**config.mk**
```make
export PLATFORM = sky130hd
export DESIGN_NAME = adctc_top
export DESIGN_NICKNAME = d
export VERILOG_FILES = /design/src/adctc_pkg.sv /design/src/adctc_top.sv
export SDC_FILE = /design/constraint.sdc
export NUM_CORES = 1
export LEC_CHECK = 0
export BUFFER_PORTS_ARGS = -buffer_cell sky130_fd_sc_hd__clkbuf_2
export CAP_MARGIN = 10
export CELL_PAD_IN_SITES_DETAIL_PLACEMENT = 0
export CELL_PAD_IN_SITES_GLOBAL_PLACEMENT = 1
export CORE_MARGIN = 4
export CORE_UTILIZATION = 46
export CTS_CLUSTER_DIAMETER = 100
export CTS_CLUSTER_SIZE = 40
export DETAILED_ROUTE_END_ITERATION = 10
export GPL_TIMING_DRIVEN = 0
export HOLD_SLACK_MARGIN = 0.1
export PLACE_DENSITY = 0.89
export SLEW_MARGIN = 20
export SYNTH_ARGS = -nofsm -noshare
export SYNTH_HDL_FRONTEND = slang
export SYNTH_SLANG_ARGS = --single-unit
```
**constraint.sdc**
```tcl
create_clock -name clk_in -period 3.15 [get_ports clk_in]
set_clock_uncertainty 0.15 [all_clocks]
set_input_delay 0.1575 -clock clk_in [delete_from_list [all_inputs] [get_ports clk_in]]
set_output_delay 0.1575 -clock clk_in [all_outputs]
set_load 0.02 [all_outputs]
```
**src/adctc_pkg.sv**
```systemverilog
`default_nettype none
package adctc_pkg;
    localparam logic [11:0] ADDR_CTRL0    = 12'h000;
    localparam logic [11:0] ADDR_CTRL1    = 12'h004;
    localparam logic [11:0] ADDR_RES_HIGH = 12'h008;
    localparam logic [11:0] ADDR_RES_LOW  = 12'h00c;
    localparam logic [11:0] ADDR_FIXREF   = 12'h010;
    localparam logic [11:0] ADDR_GUARD    = 12'h014;
    localparam int          CTRL0_ENABLE  = 0;
    localparam int          CTRL0_START   = 1;
    localparam int          CTRL1_FORMAT  = 7;
    localparam int          FIXREF_RANGE  = 4;
    localparam int          FIXREF_TEMP_SENSOR_ENABLE   = 5;
    localparam int          FIXREF_READY  = 6;
    localparam int          FIXREF_FVREN  = 7;
    localparam logic [7:0]  CTRL0_MASK    = 8'h7f;
    localparam logic [7:0]  CTRL1_MASK    = 8'hf7;
    localparam logic [4:0]  CHAN_TEMP     = 5'h1d;
    localparam logic [7:0]  RESET_BYTE    = 8'h00;
    localparam logic [1:0]  RESP_OKAY     = 2'h0;
    localparam logic [1:0]  RESP_SLVERR   = 2'h2;
    localparam int          CLK_MHZ       = 25;
    localparam int          TEMP_WAIT_US  = 200;
    localparam int          TEMP_WAIT_CYC = TEMP_WAIT_US * CLK_MHZ;
    localparam int          CONV_CYC      = 12;
    typedef enum logic [1:0] {
        ADCTC_IDLE = 2'b00,
        ADCTC_CONV = 2'b01,
        ADCTC_DONE = 2'b11
    } adctc_state_type;
    typedef struct packed {
        logic [11:0] addr;
        logic [31:0] data;
        logic [3:0]  strb;
    } adctc_wr_type;
endpackage
`default_nettype wire

```
**src/adctc_top.sv**
```systemverilog
`timescale 1ns/1ns
`default_nettype none
module adctc_top #(
    parameter int TEMP_WAIT = adctc_pkg::TEMP_WAIT_CYC,
    parameter int CONV_LEN  = adctc_pkg::CONV_CYC
) (
    input  wire logic        clk_in,
    input  wire logic        nrst_in,
    input  wire logic        s_axi_awvalid_in,
    output logic             s_axi_awready_out,
    input  wire logic [11:0] s_axi_awaddr_in,
    input  wire logic        s_axi_wvalid_in,
    output logic             s_axi_wready_out,
    input  wire logic [31:0] s_axi_wdata_in,
    input  wire logic [3:0]  s_axi_wstrb_in,
    output logic             s_axi_bvalid_out,
    input  wire logic        s_axi_bready_in,
    output logic [1:0]       s_axi_bresp_out,
    input  wire logic        s_axi_arvalid_in,
    output logic             s_axi_arready_out,
    input  wire logic [11:0] s_axi_araddr_in,
    output logic             s_axi_rvalid_out,
    input  wire logic        s_axi_rready_in,
    output logic [31:0]      s_axi_rdata_out,
    output logic [1:0]       s_axi_rresp_out,
    input  wire logic [9:0]  sample_data_in,
    output logic [4:0]       channel_select_out,
    output logic             converter_enable_out,
    output logic             sample_out,
    output logic             temp_sensor_enable_out,
    output logic             temp_range_select_out,
    output logic             temp_channel_active_out,
    output logic             temp_settled_out
);
    logic [7:0] ctrl0_reg, ctrl1_reg, res_high_reg, res_low_reg, fixref_reg;
    logic [7:0] res_high_next, res_low_next;
    logic       aw_full_reg, w_full_reg;
    logic [11:0] aw_addr_reg;
    logic [31:0] w_data_reg;
    logic [3:0]  w_strb_reg;
    logic        guard_err_reg;
    adctc_pkg::adctc_state_type state_reg;
    logic [15:0] conv_cnt_reg;
    logic [31:0] settle_cnt_reg;

    // write channels taken independently, response after both
    assign s_axi_awready_out = !aw_full_reg && !s_axi_bvalid_out;
    assign s_axi_wready_out  = !w_full_reg && !s_axi_bvalid_out;
    assign s_axi_arready_out = !s_axi_rvalid_out;
    wire   do_write   = aw_full_reg && w_full_reg && !s_axi_bvalid_out;
    wire   wr_lane0   = do_write && w_strb_reg[0];
    wire   sel_c0     = aw_addr_reg == adctc_pkg::ADDR_CTRL0;
    wire   sel_c1     = aw_addr_reg == adctc_pkg::ADDR_CTRL1;
    wire   sel_rh     = aw_addr_reg == adctc_pkg::ADDR_RES_HIGH;
    wire   sel_rl     = aw_addr_reg == adctc_pkg::ADDR_RES_LOW;
    wire   sel_fr     = aw_addr_reg == adctc_pkg::ADDR_FIXREF;
    wire   wr_mapped  = sel_c0 | sel_c1 | sel_rh | sel_rl | sel_fr;
    wire   [7:0] wbyte = w_data_reg[7:0];
    wire   busy       = state_reg != adctc_pkg::ADCTC_IDLE;
    wire   temp_sel   = ctrl0_reg[6:2] == adctc_pkg::CHAN_TEMP;
    wire   settled    = settle_cnt_reg >= 32'(TEMP_WAIT);
    // start while converter is on; early temperature start is flagged
    wire   start_req  = wr_lane0 && sel_c0 && wbyte[adctc_pkg::CTRL0_START]
                        && ctrl0_reg[adctc_pkg::CTRL0_ENABLE] && !busy;
    wire   conv_end   = state_reg == adctc_pkg::ADCTC_CONV
                        && conv_cnt_reg == 16'(CONV_LEN - 1);
    wire   fmt_right  = ctrl1_reg[adctc_pkg::CTRL1_FORMAT];

    always_comb begin
        if (fmt_right) begin
            res_high_next = {6'h00, sample_data_in[9:8]};
            res_low_next  = sample_data_in[7:0];
        end else begin
            res_high_next = sample_data_in[9:2];
            res_low_next  = {sample_data_in[1:0], 6'h00};
        end
    end

    always_ff @(posedge clk_in or negedge nrst_in) begin
        if (!nrst_in) begin
            aw_full_reg <= 1'b0;
            w_full_reg  <= 1'b0;
            aw_addr_reg <= 12'h000;
            w_data_reg  <= 32'h0000_0000;
            w_strb_reg  <= 4'h0;
            s_axi_bvalid_out <= 1'b0;
            s_axi_bresp_out  <= adctc_pkg::RESP_OKAY;
        end else begin
            if (s_axi_awvalid_in && s_axi_awready_out) begin
                aw_full_reg <= 1'b1;
                aw_addr_reg <= {s_axi_awaddr_in[11:2], 2'b00};
            end
            if (s_axi_wvalid_in && s_axi_wready_out) begin
                w_full_reg <= 1'b1;
                w_data_reg <= s_axi_wdata_in;
                w_strb_reg <= s_axi_wstrb_in;
            end
            if (do_write) begin
                aw_full_reg <= 1'b0;
                w_full_reg  <= 1'b0;
                s_axi_bvalid_out <= 1'b1;
                s_axi_bresp_out  <= (wr_mapped || aw_addr_reg == adctc_pkg::ADDR_GUARD)
                                    ? adctc_pkg::RESP_OKAY : adctc_pkg::RESP_SLVERR;
            end else if (s_axi_bvalid_out && s_axi_bready_in) begin
                s_axi_bvalid_out <= 1'b0;
            end
        end
    end

    always_ff @(posedge clk_in or negedge nrst_in) begin
        if (!nrst_in) begin
            ctrl0_reg    <= adctc_pkg::RESET_BYTE;
            ctrl1_reg    <= adctc_pkg::RESET_BYTE;
            res_high_reg <= adctc_pkg::RESET_BYTE;
            res_low_reg  <= adctc_pkg::RESET_BYTE;
            fixref_reg   <= adctc_pkg::RESET_BYTE;
        end else begin
            if (wr_lane0 && sel_c0) begin
                ctrl0_reg[6:2] <= wbyte[6:2];
                ctrl0_reg[0]   <= wbyte[0];
            end
            // hardware owns the clear, software only sets it
            if (start_req)
                ctrl0_reg[adctc_pkg::CTRL0_START] <= 1'b1;
            else if (conv_end)
                ctrl0_reg[adctc_pkg::CTRL0_START] <= 1'b0;
            if (wr_lane0 && sel_c1)
                ctrl1_reg <= wbyte & adctc_pkg::CTRL1_MASK;
            if (conv_end) begin
                res_high_reg <= res_high_next;
                res_low_reg  <= res_low_next;
            end else begin
                if (wr_lane0 && sel_rh)
                    res_high_reg <= wbyte;
                if (wr_lane0 && sel_rl)
                    res_low_reg <= wbyte;
            end
            if (wr_lane0 && sel_fr)
                fixref_reg <= {wbyte[7], 1'b0, wbyte[5:0]};
            fixref_reg[adctc_pkg::FIXREF_READY] <= fixref_reg[adctc_pkg::FIXREF_FVREN];
        end
    end

    // conversion sequencer; the guard counter measures sensor settle time
    always_ff @(posedge clk_in or negedge nrst_in) begin
        if (!nrst_in) begin
            state_reg      <= adctc_pkg::ADCTC_IDLE;
            conv_cnt_reg   <= 16'h0000;
            settle_cnt_reg <= 32'h0000_0000;
            guard_err_reg  <= 1'b0;
        end else begin
            case (state_reg)
                adctc_pkg::ADCTC_IDLE: begin
                    conv_cnt_reg <= 16'h0000;
                    if (start_req)
                        state_reg <= adctc_pkg::ADCTC_CONV;
                end
                adctc_pkg::ADCTC_CONV: begin
                    conv_cnt_reg <= conv_cnt_reg + 16'h0001;
                    if (conv_end)
                        state_reg <= adctc_pkg::ADCTC_DONE;
                end
                adctc_pkg::ADCTC_DONE: state_reg <= adctc_pkg::ADCTC_IDLE;
                default: state_reg <= adctc_pkg::ADCTC_IDLE;
            endcase
            if (!temp_sel || (wr_lane0 && sel_c0 && wbyte[6:2] != ctrl0_reg[6:2]) || conv_end)
                settle_cnt_reg <= 32'h0000_0000;
            else if (!settled)
                settle_cnt_reg <= settle_cnt_reg + 32'h0000_0001;
            if (start_req && temp_sel && !settled)
                guard_err_reg <= 1'b1;
            else if (wr_lane0 && aw_addr_reg == adctc_pkg::ADDR_GUARD && wbyte[0])
                guard_err_reg <= 1'b0;
        end
    end

    wire [11:0] raddr = {s_axi_araddr_in[11:2], 2'b00};
    wire [7:0]  rbyte = raddr == adctc_pkg::ADDR_CTRL0 ? ctrl0_reg & adctc_pkg::CTRL0_MASK :
                        raddr == adctc_pkg::ADDR_CTRL1 ? ctrl1_reg :
                        raddr == adctc_pkg::ADDR_RES_HIGH ? res_high_reg :
                        raddr == adctc_pkg::ADDR_RES_LOW ? res_low_reg :
                        raddr == adctc_pkg::ADDR_FIXREF ? fixref_reg :
                        {6'h00, settled, guard_err_reg};
    wire        rmapped = raddr <= adctc_pkg::ADDR_GUARD;

    always_ff @(posedge clk_in or negedge nrst_in) begin
        if (!nrst_in) begin
            s_axi_rvalid_out <= 1'b0;
            s_axi_rdata_out  <= 32'h0000_0000;
            s_axi_rresp_out  <= adctc_pkg::RESP_OKAY;
        end else if (s_axi_arvalid_in && s_axi_arready_out) begin
            s_axi_rvalid_out <= 1'b1;
            s_axi_rdata_out  <= rmapped ? {24'h000000, rbyte} : 32'h0000_0000;
            s_axi_rresp_out  <= rmapped ? adctc_pkg::RESP_OKAY : adctc_pkg::RESP_SLVERR;
        end else if (s_axi_rready_in) begin
            s_axi_rvalid_out <= 1'b0;
        end
    end

    assign channel_select_out      = ctrl0_reg[6:2];
    assign converter_enable_out    = ctrl0_reg[adctc_pkg::CTRL0_ENABLE];
    assign sample_out              = state_reg == adctc_pkg::ADCTC_CONV;
    assign temp_sensor_enable_out  = fixref_reg[adctc_pkg::FIXREF_TEMP_SENSOR_ENABLE];
    assign temp_range_select_out   = fixref_reg[adctc_pkg::FIXREF_RANGE];
    assign temp_channel_active_out = temp_sel && temp_sensor_enable_out;
    assign temp_settled_out        = settled;

    // register bus answers
    wr_err_a: assert property (@(posedge clk_in) disable iff (!nrst_in)
        do_write && !wr_mapped && aw_addr_reg != adctc_pkg::ADDR_GUARD
        |=> s_axi_bvalid_out && s_axi_bresp_out == adctc_pkg::RESP_SLVERR)
        else $error("unmapped write not refused");
    rd_err_a: assert property (@(posedge clk_in) disable iff (!nrst_in)
        s_axi_arvalid_in && s_axi_arready_out && !rmapped
        |=> s_axi_rresp_out == adctc_pkg::RESP_SLVERR && s_axi_rdata_out == 32'h0000_0000)
        else $error("unmapped read not refused");

    // conversion sequencing
    start_sets_busy_a: assert property (@(posedge clk_in) disable iff (!nrst_in)
        start_req
        |=> ctrl0_reg[adctc_pkg::CTRL0_START] && state_reg == adctc_pkg::ADCTC_CONV)
        else $error("start did not begin conversion");
    conv_clears_go_a: assert property (@(posedge clk_in) disable iff (!nrst_in)
        conv_end
        |=> !ctrl0_reg[adctc_pkg::CTRL0_START] && state_reg == adctc_pkg::ADCTC_DONE)
        else $error("start bit not cleared at end");
    sample_go_a: assert property (@(posedge clk_in) disable iff (!nrst_in)
        sample_out
        |-> ctrl0_reg[adctc_pkg::CTRL0_START])
        else $error("start bit low while converting");
    idle_go_low_a: assert property (@(posedge clk_in) disable iff (!nrst_in)
        state_reg == adctc_pkg::ADCTC_IDLE && !start_req
        |=> !ctrl0_reg[adctc_pkg::CTRL0_START])
        else $error("start bit set while idle");
    off_start_a: assert property (@(posedge clk_in) disable iff (!nrst_in)
        wr_lane0 && sel_c0 && wbyte[adctc_pkg::CTRL0_START] && !converter_enable_out && !busy
        |=> !sample_out && !ctrl0_reg[adctc_pkg::CTRL0_START])
        else $error("start taken while converter off");
    conv_len_a: assert property (@(posedge clk_in) disable iff (!nrst_in)
        start_req
        |=> ##[1:300] conv_end)
        else $error("conversion too long");
    results_hold_a: assert property (@(posedge clk_in) disable iff (!nrst_in)
        !conv_end && !(wr_lane0 && (sel_rh || sel_rl))
        |=> $stable(res_high_reg) && $stable(res_low_reg))
        else $error("result bytes changed outside load");

    // result layout
    right_high_a: assert property (@(posedge clk_in) disable iff (!nrst_in)
        conv_end && fmt_right
        |=> res_high_reg == {6'h00, $past(sample_data_in[9:8])})
        else $error("right high byte wrong");
    right_low_a: assert property (@(posedge clk_in) disable iff (!nrst_in)
        conv_end && fmt_right
        |=> res_low_reg == $past(sample_data_in[7:0]))
        else $error("right low byte wrong");
    left_fmt_a: assert property (@(posedge clk_in) disable iff (!nrst_in)
        conv_end && !fmt_right
        |=> res_low_reg == {$past(sample_data_in[1:0]), 6'h00}
        && res_high_reg == $past(sample_data_in[9:2]))
        else $error("left format wrong");

    // temperature channel
    temp_sensor_enable_on_a: assert property (@(posedge clk_in) disable iff (!nrst_in)
        wr_lane0 && sel_fr && wbyte[adctc_pkg::FIXREF_TEMP_SENSOR_ENABLE]
        |=> temp_sensor_enable_out)
        else $error("sensor not powered when enabled");
    temp_sensor_enable_out_a: assert property (@(posedge clk_in) disable iff (!nrst_in)
        wr_lane0 && sel_fr && !wbyte[adctc_pkg::FIXREF_TEMP_SENSOR_ENABLE]
        |=> !temp_sensor_enable_out && !temp_channel_active_out)
        else $error("sensor powered while disabled");
    range_out_a: assert property (@(posedge clk_in) disable iff (!nrst_in)
        wr_lane0 && sel_fr
        |=> temp_range_select_out == $past(wbyte[adctc_pkg::FIXREF_RANGE]))
        else $error("range bit not applied");
    temp_chan_a: assert property (@(posedge clk_in) disable iff (!nrst_in)
        temp_channel_active_out
        |-> channel_select_out == adctc_pkg::CHAN_TEMP)
        else $error("temp routed on wrong channel");
    early_flag_a: assert property (@(posedge clk_in) disable iff (!nrst_in)
        start_req && temp_sel && !settled
        |=> guard_err_reg)
        else $error("early start not flagged");
    guard_clr_a: assert property (@(posedge clk_in) disable iff (!nrst_in)
        wr_lane0 && aw_addr_reg == adctc_pkg::ADDR_GUARD && wbyte[0]
        |=> !guard_err_reg)
        else $error("early start flag not cleared");
    conv_settle_a: assert property (@(posedge clk_in) disable iff (!nrst_in)
        conv_end
        |=> !temp_settled_out)
        else $error("settle time not restarted after conversion");
    chan_settle_a: assert property (@(posedge clk_in) disable iff (!nrst_in)
        wr_lane0 && sel_c0 && wbyte[6:2] != ctrl0_reg[6:2]
        |=> !temp_settled_out)
        else $error("settle time not restarted on channel change");
    ready_lag_a: assert property (@(posedge clk_in) disable iff (!nrst_in)
        1'b1
        |=> fixref_reg[adctc_pkg::FIXREF_READY] == $past(fixref_reg[adctc_pkg::FIXREF_FVREN]))
        else $error("reference ready flag does not follow enable");

    // main scenarios
    conv_c: cover property (@(posedge clk_in) disable iff (!nrst_in) conv_end && fmt_right);
    left_c: cover property (@(posedge clk_in) disable iff (!nrst_in) conv_end && !fmt_right);
    temp_c: cover property (@(posedge clk_in) disable iff (!nrst_in) start_req && temp_sel);
    early_c: cover property (@(posedge clk_in) disable iff (!nrst_in)
        start_req && temp_sel && !settled);
    settled_c: cover property (@(posedge clk_in) disable iff (!nrst_in)
        start_req && temp_sel && settled);
endmodule
`default_nettype wire

```
# --- Word-level counts from Yosys, hierarchy flattened ---
# Cells that the tools add are included.
word_totals:
  ff_bits: 148
op_classes:
  add_sub_neg: 2
  n_lt_le_gt_ge: 2
  n_eq_ne: 16
  mux: 32
  bitwise: 4
  n_reduce_logical: 48
ops:
  columns: ["op", "n"]
  rows:
  - ["8-bit two-way mux", 12]
  - ["32-bit two-way mux", 2]
  - ["10-bit by 2-bit equality test with 1-bit output (second input constant)", 4]
  - ["32-bit by 1-bit adder with 32-bit output (second input constant)", 1]
  - ["32-bit by 13-bit greater-or-equal comparator with 1-bit output (second input constant)", 1]
  - ["16-bit one-hot mux with 2 select lines", 1]
  - ["10-bit by 3-bit equality test with 1-bit output (second input constant)", 3]
  - ["1-bit logical AND", 24]
  - ["12-bit logical NOT", 2]
  - ["10-bit by 1-bit equality test with 1-bit output (second input constant)", 2]
  - ["2-bit nonzero test", 10]
  - ["16-bit by 1-bit adder with 16-bit output (second input constant)", 1]
  - ["16-bit by 4-bit equality test with 1-bit output (second input constant)", 1]
  - ["12-bit by 5-bit less-or-equal comparator with 1-bit output (second input constant)", 1]
  - ["1-bit two-way mux", 12]
  - ["2-bit two-way mux", 4]
  - ["1-bit logical NOT", 7]
  - ["5-bit equality test (second input constant)", 1]
  - ["5-bit != test", 1]
  - ["2-bit by 1-bit != test with 1-bit output (second input constant)", 2]
  - ["1-bit bitwise OR", 4]
  - ["2-bit one-hot mux with 2 select lines", 1]
  - ["1-bit logical OR", 3]
  - ["2-bit by 1-bit equality test with 1-bit output (second input constant)", 1]
  - ["3 further kinds", 3]

# --- Depth between registers and ports, before layout ---
# Gate-level depths: netlist of the first run.
logic_depth:
  depth_word: 10
  ltp_mapped: 8

# --- Worst setup path before layout of the first run ---
# Ideal clock, no wire load.
synth_path:
  path_kind: "register to register"
  startpoint: "reg aw_addr_reg[9]"
  endpoint: "reg fixref_reg[0]"
  setup_time_ps: 125
  arrival_ps: 1847
  t_required_ps: 2875
  slack_ps: 1028
  stages_incl_launch_ff: 6
  n_path_buf: 0
  cell_sequence: "dfrtp_1 or4_4 nor4_4 nand2_1 nor2_2 mux2_2"
synth_between:
  elab_chain_cells: 2
synth_lines:
  columns: ["item", "line", "source"]
  rows:
  - ["start: declaration", "adctc_top.sv:38", "logic [11:0] aw_addr_reg;"]
  - ["start signal: assignment", "adctc_top.sv:91", "aw_addr_reg <= {s_axi_awaddr_in[11:2], 2'b00};"]
  - ["10-bit by 3-bit equality test with 1-bit output", "adctc_top.sv:56", "wire sel_fr = aw_addr_reg == adctc_pkg::ADDR_FIXREF;"]
  - ["1-bit logical AND", "adctc_top.sv:138", "if (wr_lane0 && sel_fr)"]
  - ["end signal: assignment", "adctc_top.sv:116", "fixref_reg <= adctc_pkg::RESET_BYTE;"]
  - ["end signal: assignment", "adctc_top.sv:139", "fixref_reg <= {wbyte[7], 1'b0, wbyte[5:0]};"]
  - ["end signal: indexed assignment", "adctc_top.sv:140", "fixref_reg[adctc_pkg::FIXREF_READY] <= fixref_reg[adctc_pkg::FIXREF_FVREN];"]
  - ["end: declaration", "adctc_top.sv:35", "logic [7:0] ctrl0_reg, ctrl1_reg, res_high_reg, res_low_reg, fixref_reg;"]
# No other way between the ends.
# A chain may end at the register's enable or synchronous reset.

# --- Worst setup path in the final report of the first run ---
layout_path:
  startpoint: "in s_axi_araddr_in[9]"
  endpoint: "reg s_axi_rdata_out[0]"
layout_between:
  elab_chain_cells: 7
  word_cells_on_any_way: 12
layout_lines:
  columns: ["item", "line", "source"]
  rows:
  - ["start: declaration", "adctc_top.sv:21", "input wire logic [11:0] s_axi_araddr_in,"]
  - ["10-bit by 3-bit equality test with 1-bit output", "adctc_top.sv:182", "raddr == adctc_pkg::ADDR_FIXREF ? fixref_reg :"]
  - ["8-bit two-way mux", "adctc_top.sv:182", null]
  - ["8-bit two-way mux", "adctc_top.sv:181", "raddr == adctc_pkg::ADDR_RES_LOW ? res_low_reg :"]
  - ["8-bit two-way mux", "adctc_top.sv:180", "raddr == adctc_pkg::ADDR_RES_HIGH ? res_high_reg :"]
  - ["8-bit two-way mux", "adctc_top.sv:179", "raddr == adctc_pkg::ADDR_CTRL1 ? ctrl1_reg :"]
  - ["8-bit two-way mux", "adctc_top.sv:178", "wire [7:0] rbyte = raddr == adctc_pkg::ADDR_CTRL0 ? ctrl0_reg & adctc_pkg::CTRL0_MASK :"]
  - ["8-bit two-way mux *", "adctc_top.sv:193", "s_axi_rdata_out <= rmapped ? {24'h000000, rbyte} : 32'h0000_0000;"]
  - ["end signal: assignment", "adctc_top.sv:193", null]
  - ["end: declaration", "adctc_top.sv:24", "output logic [31:0] s_axi_rdata_out,"]
# Mark *: on every way between the ends. The rest lies on a longest branch, timed or not.

==> run_results.csv, run 1 <==
group,metric,value,unit
critical_path,r2r_start,"settle_cnt_reg[5]",
critical_path,path_cells,"dlygate4sd3_1 -> clkbuf_2 -> or4_4 -> nor2_1 -> dlygate4sd3_1 -> nand2_1 -> dlygate4sd3_1 -> o41ai_1",
worst_hold_path,hp-class,"in2async",
critical_path,worstSetupEndpointType,"register",
finish,mostFrequentLayoutCell,"dfrtp_1",
pwr,power_frac_seq,0.428,
sta,period_needed,2.900,ns
pwr,swShare,0.2609,
detailed_routing,ant_nets,0,
global_route,grt_max_degree,73,
status,status,"completed",
clocking,cts_resized,0,
logic_synthesis,synth.distinct_cells,55,
finish,utilization,0.6068,
clocking,clk_pin_slew,0.05,ns
clocking,cts-root-buf,"clkbuf_16",
detailed_routing,drc,0,
logic_synthesis,syn_area,6025,µm²
place,dpl.hpwl,9566,µm
detailed_routing,wl_per_cell,15.49,µm
die,initial_core_util,0.4735,
pwr,power_switching,1.199,mW
clocking,htree_levels,4,
clocking,cts_setup_buffers,0,
sta,tns,0,ns
finish,n_fill_cell,1049,
sta,fmax,344.9,MHz
pwr,clockPowerShare,0.436,
clocking,cts-buffers-inserted,17,
logic_synthesis,seq_area_frac_synth,0.5067,
logic_synthesis,synth-async-reset-ratio,1.000,
detailed_routing,num_vias,4586,
sta,slew_headroom,0.5679,
logic_synthesis,synthTopCellsByArea,"dfrtp_1 51%, mux2_2 7.3%, mux2i_1 4.5%, buf_4 4.0%, o21ai_0 2.8%",
die,io_pins,129,
critical_path,crit_path_frequent_cell,"dlygate4sd3_1",
sta,fin_crit_sh,0.9205,
critical_path,cp_slowest_stage_delay,0.58,ns
logic_synthesis,yosysTopAreaCell,"dfrtp_1",
sta,drv_slew,0,
clocking,clockBufferDepth,2,
logic_synthesis,synth_top_cell_area_share,0.5067,
critical_path,r2r_cells,5,
finish,stdcell_count,889,
detailed_routing,drt-pass1-iter-count,4,
detailed_routing,viasPerCell,5.159,
critical_path,path_class,"in2reg",
critical_path,cp-start-kind,"primary input",
pwr,static-leakage-power,3.439,nW
die,std_cell_rows,41,
logic_synthesis,ys_ff_latch,122,
place,place_inst,819,
sta,finalHoldViolCount,0,
logic_synthesis,synth_edf_count,0,
die,floorplan.die.width,122.4,µm
global_route,gr-total-overflow,0,
critical_path,crit_fanout,4,
die,die-area,14990,µm²
detailed_routing,wl,13770,µm
logic_synthesis,synth_flop_cell,"dfrtp_1",
sta,worst_slew_pin_slew,0.6438,ns
sta,holdWs,0.1145,ns
global_route,grt_pass1_wl,22990,µm
finish,drive_above_1_share,0.2845,
pwr,p_int,3.397,mW
critical_path,arrival,3.05,ns
die,fp.coreArea,12720,µm²
global_route,grt_pass1_vias,4577,
critical_path,cpMaxStageDelayCell,"dlygate4sd3_1",
finish,diodes,0,
place,gp_congestion,0.8361,
die,die_height,122.4,µm
global_route,track_usage,0.1966,
finish,nets,785,
clocking,cts_tree,"done",
place,portBuffers,69,
detailed_routing,drtIter0Drc,281,
finish,largest_reg_flops,32,
critical_path,reg2reg_to,"s_axi_rdata_out[1]",
global_route,antenna_found_initial,0,
pwr,vdd_drop_max,0.0005063,V
logic_synthesis,avgSynthCellArea,10.91,µm²
sta,rsz0062_at_grt,"false",
pwr,p_per_area,595.3,nW/µm²
finish,mostFrequentLayoutCells,"122 x dfrtp_1, 68 x clkbuf_2, 39 x mux2_2, 39 x dlygate4sd3_1, 35 x nand2_1",
finish,area_growth_syn_to_layout,28.14,%
clocking,clock_sinks,122,
logic_synthesis,ys_warn_count,0,
run,cap_viol_max_count,0,
clocking,clk_latency,0.41,ns
critical_path,r2r_setup_slack,0.62,ns
logic_synthesis,syn_inst,552,
pwr,comb_power_share,0.136,
critical_path,required,3.30,ns
sta,setup_viol,0,
## power groups by stage
stage,Combinational [mW],Sequential (mW),Clock (mW)
after floorplan,0.424,1.90,0
after global placement,0.561,1.97,0
after detailed placement,0.588,1.98,0
after CTS,0.622,1.97,2.03
after global routing,0.692,1.99,2.11
final,0.623,1.97,2.00
## how the worst max path moves through the flow
stage                            start                 end  cells after the start
floorplan               aw_addr_reg[9]       fixref_reg[0]                      5
global placement               nrst_in   settle_cnt_reg[8]                      1
detailed placement   settle_cnt_reg[5]   settle_cnt_reg[2]                      6
CTS                 s_axi_araddr_in[9]  s_axi_rdata_out[0]                      8
global route        s_axi_araddr_in[9]  s_axi_rdata_out[1]                      8
finish              s_axi_araddr_in[9]  s_axi_rdata_out[0]                      8
## cells by family (layout without fill, tap and decap cells)
logic type	count (synthesis)	in the layout	synth area share
other cells	1	26	0.0006225
buf+inv	73	213	0.07144
simple gates	175	175	0.1651
mux	67	67	0.1215
compound gates	86	86	0.09200
fa+ha+maj	3	3	0.006231
xor+xnor	25	25	0.03634
flops	122	122	0.5068
## stage by stage
step	setup WS, ns	power, mW	area, µm²
6_report	0.2504	4.596	7720
2_1_floorplan	1.028	2.326	6118
3_5_place_dp	0.7601	2.572	6715
4_1_cts	0.2784	4.614	7720
5_1_grt	0.1471	4.793	7720
3_3_place_gp	0.02778	2.535	6679
## final cells by class
class	instances	area (µm²)	share of cell area
buffer	54	359.1	0.04652
clock buffer	24	501.7	0.06499
clock inverter	7	112.6	0.01459
inverter	19	71.32	0.009238
multi-input combinational	382	2635	0.3413
sequential	122	3053	0.3955
tap	172	215.2	0.02788
timing repair buffer	109	772.0	0.1000
## cells in the mapped netlist (4+ instances only)
cell type  count
mux2_2        39
nor2b_1        7
nor4_1         6
nand4_1        5
a2111oi_0      5
clkbuf_1      12
and3_1         8
a21oi_1       13
xnor2_1       16
and2_4        10
mux2i_1       27
nor2_1        33
xor2_1         9
inv_1         18
buf_2          5
and2_1        12
a31oi_1        4
a211oi_1       6
dfrtp_1      122
nand3_1       25
or3_1          4
buf_4         32
o21ai_0       34
buf_6          4
nor4_4         4
nand2_1       35
nor3_1         9
## metal layers
layer	up-vias	GRT usage	wire (µm)
met1	2236	0.2572	6207
met4	0	0.07068	242
met3	19	0.05161	637
li1	2201	-	-
met2	130	0.3167	6681
met5	-	0	0
## what timing repair did
action | 4_1_cts | 5_1_grt
hold buffers | 39 | 0
endpoints found under the hold margin | 163 | 0
endpoints found under the setup margin | 0 | 0
## critical path, delay by kind of cell
| kind | cells | cell delay, ns |
|---|---|---|
| buffers and inverters | 4 | 1.79 |
| AND/OR/NAND/NOR | 3 | 0.73 |
| AO/OA/AOI/OAI | 1 | 0.36 |
No activity file was read; power rests on OpenSTA's default activity.
==> run 2: changes to the inputs <==
CELL_PAD_IN_SITES_DETAIL_PLACEMENT = unset   (was 0)
CELL_PAD_IN_SITES_GLOBAL_PLACEMENT = unset   (was 1)
CORE_UTILIZATION = 55   (was 46)
PLACE_DENSITY = 0.84   (was 0.89)
==> run 2 against run 1 <==
Effect of this change: hold slack improved by 0.025 ns; largest power group is now sequential cells; die area shrank 15%; non-clock buffer count rose by 4; first-iteration DRC count increased by 27%; total power shrank 3.8%; design area fell by 0.44%.
==> run_results.csv, run 2 (synthesized netlist as in run 1, its figures left out) <==
group,metric,value,unit
finish,mostFrequentLayoutCells,"122 x dfrtp_1, 68 x clkbuf_2, 43 x dlygate4sd3_1",
critical_path,crit_path_frequent_cell,"dlygate4sd3_1",
sta,worst_slack,0.1807,ns
clocking,cts_tree,"done",
clocking,htree_levels,4,
die,die-area,12690,µm²
sta,setup_viol,0,
clocking,clk_latency,0.53,ns
sta,slew_headroom,0.5621,
die,io_pins,129,
critical_path,crit_fanout,3,
global_route,grt_max_degree,69,
finish,drive_above_1_share,0.2885,
critical_path,path_class,"in2reg",
place,dp_slack,0.7682,ns
clocking,cts_setup_buffers,0,
critical_path,cp-start-kind,"primary input",
sta,fin_crit_sh,0.9426,
critical_path,r2r_cells,5,
finish,utilization,0.7314,
critical_path,cpMaxStageDelayCell,"dlygate4sd3_1",
finish,largest_reg_flops,32,
pwr,vdd_drop_max,0.0004688,V
critical_path,arrival,3.22,ns
sta,rsz0062_at_grt,"false",
finish,n_fill_cell,679,
critical_path,cp.buffers_inverters,4,
die,std_cell_rows,37,
detailed_routing,wl,14670,µm
detailed_routing,num_vias,4839,
clocking,clockBufferDepth,2,
sta,fmax,336.8,MHz
detailed_routing,wl_met1,5932,µm
clocking,clk_pin_slew,0.05,ns
clocking,clock_sinks,122,
global_route,grt_pass1_wl,24950,µm
worst_hold_path,min_path_cells,5,
global_route,track_usage,0.2470,
detailed_routing,viasPerCell,5.646,
detailed_routing,ant_nets,0,
pwr,p_per_area,575.2,nW/µm²
clocking,cts-root-buf,"clkbuf_8",
clocking,cts-buffers-inserted,17,
sta,finalHoldViolCount,0,
place,dpl.hpwl,9386,µm
detailed_routing,wl_per_cell,17.12,µm
critical_path,worstSetupEndpointType,"register",
critical_path,cp_slowest_stage_delay,0.64,ns
die,fp.coreArea,10510,µm²
detailed_routing,wl_met3,1021,µm
critical_path,required,3.40,ns
sta,worst_slew_pin_slew,0.6524,ns
run,cap_viol_max_count,0,
pwr,static-leakage-power,3.447,nW
detailed_routing,highest_layer,"met4",
critical_path,path_cells,"dlygate4sd3_1 -> clkbuf_2 -> or4_4 -> dlygate4sd3_1 -> nor2_1 -> dlygate4sd3_1 -> nand2_1 -> o41ai_1",
critical_path,critical_path_cell_count,8,
finish,mostFrequentLayoutCell,"dfrtp_1",
place,gp_congestion,0.8884,
global_route,grt_pass1_vias,4997,
worst_hold_path,hp-class,"in2reg",
sta,tns,0,ns
place,portBuffers,69,
global_route,antenna_found_initial,0,
die,initial_core_util,0.5733,
status,status,"completed",
die,die_height,112.7,µm
detailed_routing,drtIter0Drc,357,
finish,area_growth_syn_to_layout,27.58,%
detailed_routing,wl_met2,7333,µm
detailed_routing,drt-pass1-iter-count,5,
global_route,gr-total-overflow,0,
critical_path,cpLargestDelayFamily,"buffers and inverters",
detailed_routing,drc,0,
finish,diodes,0,
die,floorplan.die.width,112.7,µm
sta,drv_slew,0,
sta,period_needed,2.969,ns
finish,nets,789,
run 2: cell types whose count changed in the layout (fill, tap and decap cells not counted), sizes merged:
cell / change
bufinv: -2
dlygate4sd3: +4
buf: +1
clkinv: +3
clkbuf: -2
run 2: path summary, 6_finish.rpt:
check,startpoint,endpoint,slack (ns)
setup / recovery,s_axi_araddr_in[9],s_axi_rdata_out[0],0.18
hold / removal,s_axi_araddr_in[11],s_axi_rdata_out[7],0.14
setup reg to reg,settle_cnt_reg[5],s_axi_rdata_out[1],0.53
hold reg to reg,fixref_reg[7],fixref_reg[6],0.27
max in group asynchronous,nrst_in,settle_cnt_reg[10],1.95
min in group asynchronous,nrst_in,res_high_reg[7],0.60
run 2: per-layer routing:
| layer | GRT usage | vias up |
|---|---|---|
| met5 | 0 | - |
| met4 | 0.09054 | 0 |
| met3 | 0.07547 | 44 |
| met2 | 0.4111 | 216 |
| met1 | 0.3040 | 2357 |
| li1 | - | 2222 |
run 2: area by class of cell:
cell class	instances	area, µm²	area share
Clock buffer	23	486.7	0.06332
Multi-Input combinational cell	382	2643	0.3438
Sequential cell	122	3053	0.3972
Tap cell	136	170.2	0.02214
Inverter	19	71.32	0.009279
Buffer	53	355.3	0.04623
Timing Repair Buffer	114	839.6	0.1092
Clock inverter	8	67.56	0.008790
run 2: metrics by stage:
step,power [mW],hold WS [ns],instances,cell area (µm²)
2_1_floorplan,2.326,-0.2881,577,6118
3_3_place_gp,2.524,0.1870,782,6634
3_5_place_dp,2.572,0.00007627,783,6670
5_1_grt,4.590,0.1725,857,7686
6_report,4.421,0.1398,857,7686
4_1_cts,4.413,0.1160,858,7682
run 2: tightest hold or removal path, cell delays in order:
cell      delay, ns
clkbuf_2       0.07
or3_1          0.17
nor3_2         0.07
a32oi_1        0.19
o21ai_0        0.10
run 2: timing repair:
item	in CTS	in global routing
hold endpoints to repair	164	0
setup endpoints to repair	0	1
resized for setup	0	3
hold buffers	44	0
run 2: power breakdown:
group | switching [mW] | leakage, nW | total (mW) | internal (mW)
clock network | 0.665 | 0.279 | 1.80 | 1.14
registers | 0.239 | 1.56 | 1.97 | 1.74
logic | 0.314 | 1.61 | 0.645 | 0.330
total | 1.22 | 3.45 | 4.42 | 3.20
